--- config.mk ---
export PLATFORM = sky130hd
export DESIGN_NAME = psc_top
export DESIGN_NICKNAME = d
export VERILOG_FILES = /design/src/psc_pkg.sv /design/src/psc_edge.sv /design/src/psc_top.sv
export SDC_FILE = /design/constraint.sdc
export NUM_CORES = 1
export LEC_CHECK = 0
export BUFFER_PORTS_ARGS = -buffer_cell sky130_fd_sc_hd__buf_2
export CAP_MARGIN = 20
export CORE_UTILIZATION = 30
export CTS_BUF_LIST = sky130_fd_sc_hd__clkbuf_4
export DETAILED_ROUTE_END_ITERATION = 8
export PLACE_DENSITY_LB_ADDON = 0.05
export SLEW_MARGIN = 20
export SYNTH_ARGS = -nofsm -noshare
export SYNTH_HDL_FRONTEND = slang
export SYNTH_SLANG_ARGS = --single-unit
--- constraint.sdc ---
create_clock -name mclk_i -period 4.2 [get_ports mclk_i]
set_input_delay 0.63 -clock mclk_i [delete_from_list [all_inputs] [get_ports mclk_i]]
set_output_delay 0.63 -clock mclk_i [all_outputs]
set_load 0.005 [all_outputs]
--- src/psc_pkg.sv ---
// Purpose: shared constants and carriers for the setpoint compare block
// Assumes: byte-wide process image access, one slot per module
// Notes:   diagnostic byte bits 7..4 read as zero

// ============================================================
// package
package psc_pkg;

	// ============================================================
	// process image layout
	localparam logic [7:0] PSC_IMG_LO     = 8'h40;
	localparam int         PSC_SLOT_SHIFT = 3;
	localparam logic [2:0] PSC_SLOT_MAX   = 3'h7;
	localparam logic [2:0] PSC_IB_RSVD    = 3'h0;
	localparam logic [2:0] PSC_IB_DIAG    = 3'h1;
	localparam logic [2:0] PSC_IB_POS_HI  = 3'h2;
	localparam logic [2:0] PSC_IB_POS_LO  = 3'h3;
	localparam logic [2:0] PSC_QB_SP1_HI  = 3'h0;
	localparam logic [2:0] PSC_QB_SP1_LO  = 3'h1;
	localparam logic [2:0] PSC_QB_SP2_HI  = 3'h2;
	localparam logic [2:0] PSC_QB_SP2_LO  = 3'h3;

	// ============================================================
	// diagnostic byte bits
	localparam int PSC_DIAG_SYNC = 0;
	localparam int PSC_DIAG_S1   = 1;
	localparam int PSC_DIAG_S2   = 2;
	localparam int PSC_DIAG_OVF  = 3;

	// ============================================================
	// value limits and reset values
	localparam logic signed [15:0] PSC_POS_MAX  = 16'sh7fff;
	localparam logic signed [15:0] PSC_POS_MIN  = -16'sh8000;
	localparam logic signed [15:0] PSC_POS_ONE  = 16'sh0001;
	localparam logic signed [15:0] PSC_POS_RST  = 16'sh0000;
	localparam logic [15:0]        PSC_SP_RST   = 16'h0000;
	localparam logic [7:0]         PSC_BYTE_ZERO = 8'h00;

	// ============================================================
	// carriers
	typedef struct packed {
		logic       en;
		logic [7:0] addr;
		logic [7:0] data;
	} psc_img_wr_s;

	typedef struct packed {
		logic       en;
		logic [7:0] addr;
	} psc_img_rd_s;

	typedef struct packed {
		logic        up;
		logic        dn;
		logic        sync_done;
	} psc_count_s;

endpackage

--- src/psc_edge.sv ---
// Purpose: rising and falling edge detect for a group of level inputs
// Assumes: inputs synchronous to mclk_i
// Notes:   edges are combinational from the input and the held level

// ============================================================
// edge detector
module psc_edge
	import psc_pkg::*;
#(
	parameter int W = 2
)
(
	input  wire logic         mclk_i,
	input  wire logic         sys_rst_i,
	input  wire logic         ce_i,
	input  wire logic [W-1:0] lvl_i,
	output logic      [W-1:0] rise_o,
	output logic      [W-1:0] fall_o
);

	typedef struct packed {
		logic [W-1:0] prev;
	} psc_edge_state_s;

	psc_edge_state_s st_r;
	psc_edge_state_s st_nxt;

	always_comb
	begin
		st_nxt = st_r;
		if (ce_i)
		begin
			st_nxt.prev = lvl_i;
		end
	end

	always_ff @(posedge mclk_i)
	begin
		if (sys_rst_i)
		begin
			st_r <= '0;
		end
		else
		begin
			st_r <= st_nxt;
		end
	end

	// ============================================================
	// per-bit edges
	genvar gi;
	generate
		for (gi = 0; gi < W; gi++)
		begin : g_bit
			assign rise_o[gi] = lvl_i[gi] & ~st_r.prev[gi];
			assign fall_o[gi] = ~lvl_i[gi] & st_r.prev[gi];
		end
	endgenerate

endmodule

--- src/psc_top.sv ---
// Purpose: setpoint compare, overflow and process image slot of a position decoder
// Assumes: count pulses and sync completion come from the decoder front end
// Notes:   all state frozen while ce_i is low

// ============================================================
// top
module psc_top
	import psc_pkg::*;
#(
	parameter logic [2:0] SLOT = 3'h0
)
(
	input  wire logic        mclk_i,
	input  wire logic        sys_rst_i,
	input  wire logic        ce_i,
	input  wire logic        enable_i,
	input  wire logic        plc_run_i,
	input  wire psc_count_s  count_i,
	input  wire psc_img_wr_s output_image_i,
	input  wire psc_img_rd_s input_image_i,
	output logic      [7:0]  rdata_o,
	output logic             rvalid_o,
	output logic             first_out_o,
	output logic             second_out_o,
	output logic      [7:0]  diag_o
);

	// ============================================================
	// state
	typedef struct packed {
		logic signed [15:0] pos;
		logic [15:0]        stg1;
		logic [15:0]        stg2;
		logic [15:0]        eff1;
		logic [15:0]        eff2;
		logic               sync;
		logic               ovf;
		logic               first_match_flag;
		logic               second_match_flag;
		logic               out1;
		logic               out2;
		logic [7:0]         diag;
		logic [7:0]         rdata;
		logic               rvalid;
	} psc_state_s;

	psc_state_s st_r;
	psc_state_s st_nxt;

	// ============================================================
	// slot decode
	localparam logic [7:0] BASE = PSC_IMG_LO + {2'b00, SLOT, 3'b000};

	logic wr_hit;
	logic rd_hit;
	logic [2:0] wr_byte;
	logic [2:0] rd_byte;

	assign wr_hit  = output_image_i.en &&
		(output_image_i.addr[7:PSC_SLOT_SHIFT] == BASE[7:PSC_SLOT_SHIFT]);
	assign rd_hit  = input_image_i.en &&
		(input_image_i.addr[7:PSC_SLOT_SHIFT] == BASE[7:PSC_SLOT_SHIFT]);
	assign wr_byte = output_image_i.addr[2:0];
	assign rd_byte = input_image_i.addr[2:0];

	// ============================================================
	// edges of enable and run
	logic [1:0] lvl;
	logic [1:0] rise;
	logic [1:0] fall;
	logic       en_rise;
	logic       run_fall;

	assign lvl = {plc_run_i, enable_i};

	psc_edge #(
		.W(2)
	) u_edge (
		.mclk_i    (mclk_i),
		.sys_rst_i (sys_rst_i),
		.ce_i      (ce_i),
		.lvl_i     (lvl),
		.rise_o    (rise),
		.fall_o    (fall)
	);

	assign en_rise  = rise[0];
	assign run_fall = fall[1];

	// ============================================================
	// next state
	logic match1;
	logic match2;
	logic armed;
	logic [15:0] tgt1;
	logic [15:0] tgt2;

	always_comb
	begin
		st_nxt = st_r;
		match1 = 1'b0;
		match2 = 1'b0;
		armed  = 1'b0;
		// the copy into eff lags the flag drop by one cycle, so on the
		// enable rise the staged value is the target, not the old one
		tgt1   = en_rise ? st_r.stg1 : st_r.eff1;
		tgt2   = en_rise ? st_r.stg2 : st_r.eff2;
		if (ce_i)
		begin
			// counting, sync has priority since it reloads the count
			if (count_i.sync_done)
			begin
				st_nxt.pos  = PSC_POS_RST;
				st_nxt.sync = 1'b1;
				st_nxt.ovf  = 1'b0;
			end
			else if (count_i.up && !count_i.dn)
			begin
				if (st_r.pos == PSC_POS_MAX)
				begin
					st_nxt.ovf = 1'b1;
				end
				st_nxt.pos = st_r.pos + PSC_POS_ONE;
			end
			else if (count_i.dn && !count_i.up)
			begin
				if (st_r.pos == PSC_POS_MIN)
				begin
					st_nxt.ovf = 1'b1;
				end
				st_nxt.pos = st_r.pos - PSC_POS_ONE;
			end
			// sync is only ever set; overflow leaves it alone

			// host setpoint writes always land in staging
			if (wr_hit)
			begin
				unique case (wr_byte)
					PSC_QB_SP1_HI: st_nxt.stg1[15:8] = output_image_i.data;
					PSC_QB_SP1_LO: st_nxt.stg1[7:0]  = output_image_i.data;
					PSC_QB_SP2_HI: st_nxt.stg2[15:8] = output_image_i.data;
					PSC_QB_SP2_LO: st_nxt.stg2[7:0]  = output_image_i.data;
					default: ;
				endcase
			end

			// staging passes through only while the reached flag is clear;
			// the flag drops with enable low, so the rise edge finds it clear
			if (!st_r.first_match_flag)
			begin
				st_nxt.eff1 = st_nxt.stg1;
			end
			if (!st_r.second_match_flag)
			begin
				st_nxt.eff2 = st_nxt.stg2;
			end

			// compare against effective setpoints; reset value zero gives
			// the switch-on at position zero if nothing was loaded
			armed  = st_r.sync && !st_r.ovf && enable_i;
			match1 = armed && (st_r.pos == $signed(tgt1));
			match2 = armed && (st_r.pos == $signed(tgt2));
			if (match1)
			begin
				st_nxt.first_match_flag = 1'b1;
				st_nxt.out1             = 1'b1;
			end
			if (match2)
			begin
				st_nxt.second_match_flag = 1'b1;
				st_nxt.out2              = 1'b1;
			end

			// outputs latch; only enable low or run stop drops them
			if (!enable_i)
			begin
				st_nxt.first_match_flag  = 1'b0;
				st_nxt.second_match_flag = 1'b0;
				st_nxt.out1              = 1'b0;
				st_nxt.out2              = 1'b0;
			end
			if (run_fall)
			begin
				// flags follow the outputs so they stay a true on-status
				st_nxt.first_match_flag  = 1'b0;
				st_nxt.second_match_flag = 1'b0;
				st_nxt.out1              = 1'b0;
				st_nxt.out2              = 1'b0;
			end

			// diagnostic byte image
			st_nxt.diag                = PSC_BYTE_ZERO;
			st_nxt.diag[PSC_DIAG_SYNC] = st_nxt.sync;
			st_nxt.diag[PSC_DIAG_S1]   = st_nxt.first_match_flag;
			st_nxt.diag[PSC_DIAG_S2]   = st_nxt.second_match_flag;
			st_nxt.diag[PSC_DIAG_OVF]  = st_nxt.ovf;

			// input image read, answered one cycle later
			st_nxt.rvalid = rd_hit;
			st_nxt.rdata  = PSC_BYTE_ZERO;
			if (rd_hit)
			begin
				unique case (rd_byte)
					PSC_IB_DIAG:   st_nxt.rdata = st_r.diag;
					PSC_IB_POS_HI: st_nxt.rdata = st_r.pos[15:8];
					PSC_IB_POS_LO: st_nxt.rdata = st_r.pos[7:0];
					default:       st_nxt.rdata = PSC_BYTE_ZERO;
				endcase
			end
		end
	end

	always_ff @(posedge mclk_i)
	begin
		if (sys_rst_i)
		begin
			st_r <= '0;
		end
		else
		begin
			st_r <= st_nxt;
		end
	end

	// ============================================================
	// outputs
	assign rdata_o      = st_r.rdata;
	assign rvalid_o     = st_r.rvalid;
	assign first_out_o  = st_r.out1;
	assign second_out_o = st_r.out2;
	assign diag_o       = st_r.diag;
endmodule

==> flow_summary.json, run 1 <==
{
  "placed_cell_area_um2": 5979,
  "cts_buffers": 9,
  "r2r-start": "st_r[87]",
  "dieArea_um2": 19620,
  "setup-tns-final_ps": 0,
  "final-hold-violation-count": 0,
  "ys_top_cells_by_count": "97 x dfxtp_1, 92 x nor2_1, 82 x mux2i_1, 42 x a21oi_1, 42 x clkbuf_1",
  "synthFlopType": "dfxtp_1",
  "gr-usage-met1": 0.2569,
  "power_density_nw_per_um2": 324.5,
  "cap_viol_max_count": 0,
  "post-synth-top-count-cell": "dfxtp_1",
  "antenna_found_initial": 1,
  "grt_use_total": 0.1840,
  "syn2layout_area_growth_pct": 7.462,
  "rsz0062_at_grt": "false",
  "first_global_vias": 4594,
  "postCtsHoldBufs": 0,
  "max_clock_freq_ghz": 0.3429,
  "coreArea_um2": 18710,
  "ios": 53,
  "fin_nets": 722,
  "syn_area_um2": 5718,
  "drtIter0Drc": 228,
  "yosys_warnings": 0,
  "routed_wl_um": 17490,
  "grt_pass1_wl_um": 27210,
  "postRouteAntennaNets": 0,
  "top_usage_layer": "met2",
  "async_flop_share": 0,
  "ys_seq_area_frac": 0.3396,
  "fp.dieH_um": 140.1,
  "postCtsSetupBuffers": 0,
  "critPathMaxFanout": 20,
  "holdPathStages": 3,
  "min_delay_worst_endpoint": "u_edge.st_r[1]",
  "overflow": 0,
  "clk_latency_ps": 480,
  "ctsLongestPathBuffers": 2,
  "p_total_uw": 1994,
  "tightest_slew_ps": 773.5,
  "synth_top_area_cell": "dfxtp_1",
  "max-slew-margin-rel": 0.4804,
  "cp.required_ps": 4580,
  "start_util": 0.3057,
  "synth_area_leaders": "dfxtp_1 34%, mux2i_1 14%, nor2_1 6.0%",
  "worstHoldPathType": "primary input to flop",
  "leakage_uw": 0.002564,
  "dp_hpwl_um": 11890,
  "crit_type": "primary input to flop",
  "worstPathArrival_ps": 3300,
  "rrSetupSlack_ps": 1620,
  "status": "finished, final reports clean",
  "period_needed_ps": 2917,
  "clk_pin_slew_worst_paths_ps": 170,
  "ir_drop_v": 0.0001211,
  "gp_congestion": 0.8175,
  "drt_first_pass_iters": 4,
  "rr_endpoint": "st_r[101]",
  "avgSynthCellArea_um2": 8.547,
  "fin_worst_skew_ps": 18.58,
  "synthDistinctLibCells": 62,
  "maxSlewViolCount": 0,
  "drc": 0,
  "row_count": 50,
  "tritoncts": "done",
  "clockRootBuffer": "clkbuf_4",
  "vias_per_cell": 5.267,
  "grt_max_degree": 63,
  "grt_use_met3": 0.03487,
  "hp-start": "plc_run_i",
  "fp.dieW_um": 140.1,
  "portBuffers": 48,
  "synth_edf_count": 0,
  "endpoint_kind": "flop",
  "cts.sinks": 97,
  "fin_crit_sh": 0.6944,
  "synthCells": 669,
  "synth_top_area_share": 0.3396,
  "vias": 4798,
  "ctsResizeCount": 0,
  "reg2reg_depth": 7,
  "startpoint_type": "primary input",
  "setup_viol": 0,
  "htreeDepth": 3,
  "drt-wirelength-per-cell_um": 19.20,
  "yosys_register_bits": 97,
  "drive_gt1_frac": 0.1319,
  "final_area_um2": 6145,
  "grt_use_met2": 0.2882
}
## critical path, stage by stage
cell and delay, ps:
buf_2 120, nor2b_1 160, inv_1 500, ha_1 380
a21oi_1 210, a21oi_1 130, o2111ai_1 400, a21oi_1 160
or3_1 360, a32o_1 240
## state kept, by name (all words and copies together), names as in the netlist
name          count
first_out_o       1
second_out_o      1
rvalid_o          1
u_edge.st_r       2
diag_o            3
rdata_o           8
st_r             81
## where the power goes
group | total (µW) | switching [µW] | leakage (µW) | internal, µW
Combinational | 392 | 229 | 0.00169 | 163
Sequential | 1010 | 62.4 | 0.000789 | 951
Clock | 589 | 348 | 0.0000816 | 241
Total | 1990 | 640 | 0.00256 | 1350
## cell usage in the layout (no fill, tap or decap), types with 5 or more instances in the layout
cell,n
o21ai_1,7
nand4_1,10
ha_1,17
a211oi_1,26
nand3_1,25
buf_2,48
xnor2_1,27
clkbuf_4,9
dfxtp_1,97
a21o_1,5
o21ai_0,9
buf_4,12
nor2_1,90
nor3_1,10
a311oi_1,8
mux2i_1,82
inv_1,9
xor2_1,11
nor4_1,8
nand2_1,36
a22oi_1,9
a21oi_1,42
## per-stage QoR
step	hold slack (ps)	instances	setup WS [ps]	util
after floorplan	443.0	672	1380	-
after global placement	453.4	893	928.8	0.3197
after detailed placement	455.6	893	853.6	0.3197
after CTS	364.6	909	1390	0.3282
after global routing	384.6	911	1155	0.3285
final	407.9	911	1283	0.3285
## worst max-delay path by stage
stage / startpoint / end / slack (ps) / cells past startpoint
after floorplan: count_i[2] / st_r[101] / 1380 / 9
after global placement: count_i[2] / st_r[101] / 930 / 10
after global routing: count_i[2] / st_r[101] / 1160 / 10
after CTS: count_i[2] / st_r[101] / 1390 / 10
after detailed placement: count_i[2] / st_r[101] / 850 / 10
final: count_i[2] / st_r[101] / 1280 / 10
## kinds of logic after synthesis
logic type	after synthesis	share of synthesized area
and+or+nand+nor	219	0.1882
AOI/OAI and AO/OA	128	0.1492
DFF	97	0.3396
muxes	86	0.1514
buffers and inverters	82	0.07199
xor gates and xnor gates	38	0.05821
adders and majority gates	18	0.04070
other	1	0.0006558
## cell type report
cell class / instances / area (µm²)
Inverter: 9 / 33.78
Multi-Input combinational cell: 493 / 3381
Clock inverter: 7 / 92.59
Clock buffer: 9 / 67.56
Antenna cell: 2 / 5.005
Timing Repair Buffer: 60 / 330.3
Fill cell: 1984 / 12560
Tap cell: 234 / 292.8
Sequential cell: 97 / 1942
## routing by layer
layer  share of wire  up-vias
met1            0.49     2301
met5               0        -
li1                -     2372
met4           0.013        0
met3           0.047       14
met2            0.45      111
Note: power is estimated with default switching activity, not from simulation.
==> inputs of run 2 (changes only) <==
==> constraint.sdc (replaced) <==
create_clock -name mclk_i -period 2.9 [get_ports mclk_i]
set_input_delay 0.435 -clock mclk_i [delete_from_list [all_inputs] [get_ports mclk_i]]
set_output_delay 0.435 -clock mclk_i [all_outputs]
set_load 0.005 [all_outputs]
==> run 2 against run 1 <==
Setup slack lost 790 ps. Count of clock-buffer cells in the layout did not move. Sequential cell count is the same. Clock skew up 6.2 ps. Critical path type unchanged. Largest cell class unchanged.
==> flow_summary.json, run 2 (same netlist as run 1, synthesis figures left out) <==
{
  "status": "finished, final reports clean",
  "drc": 0,
  "vias": 4814,
  "grt_max_degree": 51,
  "dp_hpwl_um": 12040,
  "tightest_slew_ps": 845.5,
  "setup-tns-final_ps": 0,
  "max_clock_freq_ghz": 0.4160,
  "grt_pass1_wl_um": 26900,
  "setup_viol": 0,
  "portBuffers": 48,
  "endpoint_kind": "flop",
  "critPathMaxStageDelay_ps": 470,
  "power_density_nw_per_um2": 466.1,
  "clockRootBuffer": "clkbuf_4",
  "rsz0062_at_grt": "false",
  "clk_latency_ps": 480,
  "cp_slowest_cell": "or4_1",
  "dieArea_um2": 19620,
  "holdPathStages": 3,
  "clk_pin_slew_worst_paths_ps": 160,
  "fin_crit_sh": 0.8290,
  "reg2reg_depth": 7,
  "final_common_cell": "dfxtp_1",
  "ios": 53,
  "row_count": 50,
  "start_util": 0.3057,
  "coreArea_um2": 18710,
  "tritoncts": "done",
  "routed_wl_um": 17420,
  "worstHoldPathType": "primary input to flop",
  "largest_reg_flops": 81,
  "drt-wirelength-per-cell_um": 18.77,
  "crit_type": "primary input to flop",
  "cp-startpoint": "count_i[2]",
  "first_global_vias": 4645,
  "vias_per_cell": 5.188,
  "drtIter0Drc": 215,
  "fp.dieH_um": 140.1,
  "crit_end": "st_r[102]",
  "critPathMaxFanout": 13,
  "placed_cell_area_um2": 6127,
  "startpoint_type": "primary input",
  "cts.sinks": 97,
  "antenna_found_initial": 1,
  "dp_cells": 911,
  "grt_use_total": 0.1821,
  "final-hold-violation-count": 0,
  "whs_ps": 227.4,
  "leakage_uw": 0.002668,
  "ir_drop_v": 0.0002361,
  "fin_nets": 740,
  "worstPathArrival_ps": 2830,
  "htreeDepth": 3,
  "r2r-start": "st_r[88]",
  "cts_buffers": 9,
  "ctsResizeCount": 0,
  "fin_worst_skew_ps": 24.76,
  "postCtsHoldBufs": 0,
  "overflow": 0,
  "rrSetupSlack_ps": 500,
  "fp.dieW_um": 140.1,
  "rr_endpoint": "st_r[98]",
  "cp.required_ps": 3330,
  "postRouteAntennaNets": 0,
  "maxSlewViolCount": 0,
  "final_area_um2": 6295,
  "gp_congestion": 0.8302,
  "final_cell_mix": "97 x dfxtp_1, 90 x nor2_1, 82 x mux2i_1",
  "max-slew-margin-rel": 0.4325,
  "drt_first_pass_iters": 5,
  "drive_gt1_frac": 0.1558,
  "period_needed_ps": 2404,
  "stdcell_count": 928,
  "syn2layout_area_growth_pct": 10.09,
  "crit_chain": "buf_2 -> nor2b_1 -> inv_1 -> buf_4 -> ha_1 -> a21oi_1 -> o21ai_0 -> a31oi_1 -> o31ai_1 -> or4_1 -> nand4_1",
  "postCtsSetupBuffers": 0,
  "cap_viol_max_count": 0,
  "ctsLongestPathBuffers": 2,
  "registers.top_by_ff_count": "st_r"
}
==> run 2: cell count changes in the layout (fill, tap and decap cells not counted), sizes merged <==
cell | before | now
clkinvlp | 1 | 0
diode | 2 | 1
clkinv | 3 | 2
buf | 60 | 78
inv | 10 | 12
==> run 2: per-layer routing <==
layer | up-vias | share of wire | routed length [µm] | global-route usage
met4 | 0 | 0.021 | 358 | 0.05379
met1 | 2303 | 0.49 | 8608 | 0.2528
met3 | 17 | 0.040 | 703 | 0.03692
met5 | - | 0 | 0 | 0
met2 | 101 | 0.44 | 7751 | 0.2832
li1 | 2393 | - | - | -
==> run 2: report_power, final <==
group / switching, µW / total, µW / internal, µW
Sequential: 48.6 / 1430 / 1380
Clock: 511 / 869 / 358
Combinational: 375 / 639 / 263
==> run 2: how the worst min path moves through the flow <==
stage / start / to / slack [ps]
after floorplan: first_out_o / first_out_o / 440
after global placement: second_out_o / second_out_o / 440
after detailed placement: second_out_o / second_out_o / 450
after CTS: plc_run_i / u_edge.st_r[1] / 190
after global routing: ce_i / st_r[21] / 200
final: plc_run_i / u_edge.st_r[1] / 230
==> run 2: worst max-delay path: cells and delay by family <==
family	cells	cell delay, ps
AOI/OAI and AO/OA	4	660
adders and majority gates	1	310
buffers and inverters	3	730
and+or+nand+nor	3	700
==> run 2: cell type report <==
type / instances / area, µm²
Fill cell: 1975 / 12410
Multi-Input combinational cell: 493 / 3381
Sequential cell: 97 / 1942
Timing Repair Buffer: 78 / 478.0
Tap cell: 234 / 292.8
Clock inverter: 7 / 97.59
Clock buffer: 9 / 67.56
Inverter: 9 / 33.78
Antenna cell: 1 / 2.502
==> run 2: metrics by stage <==
stage          setup slack [ps]  power, µW  utilization
4_1_cts                   496.6       2986       0.3364
3_5_place_dp             -2.915       2095       0.3276
5_1_grt                   314.1       3106       0.3365
2_1_floorplan             274.6       1893            -
3_3_place_gp              50.21       2103       0.3276
6_report                  496.0       2934       0.3365
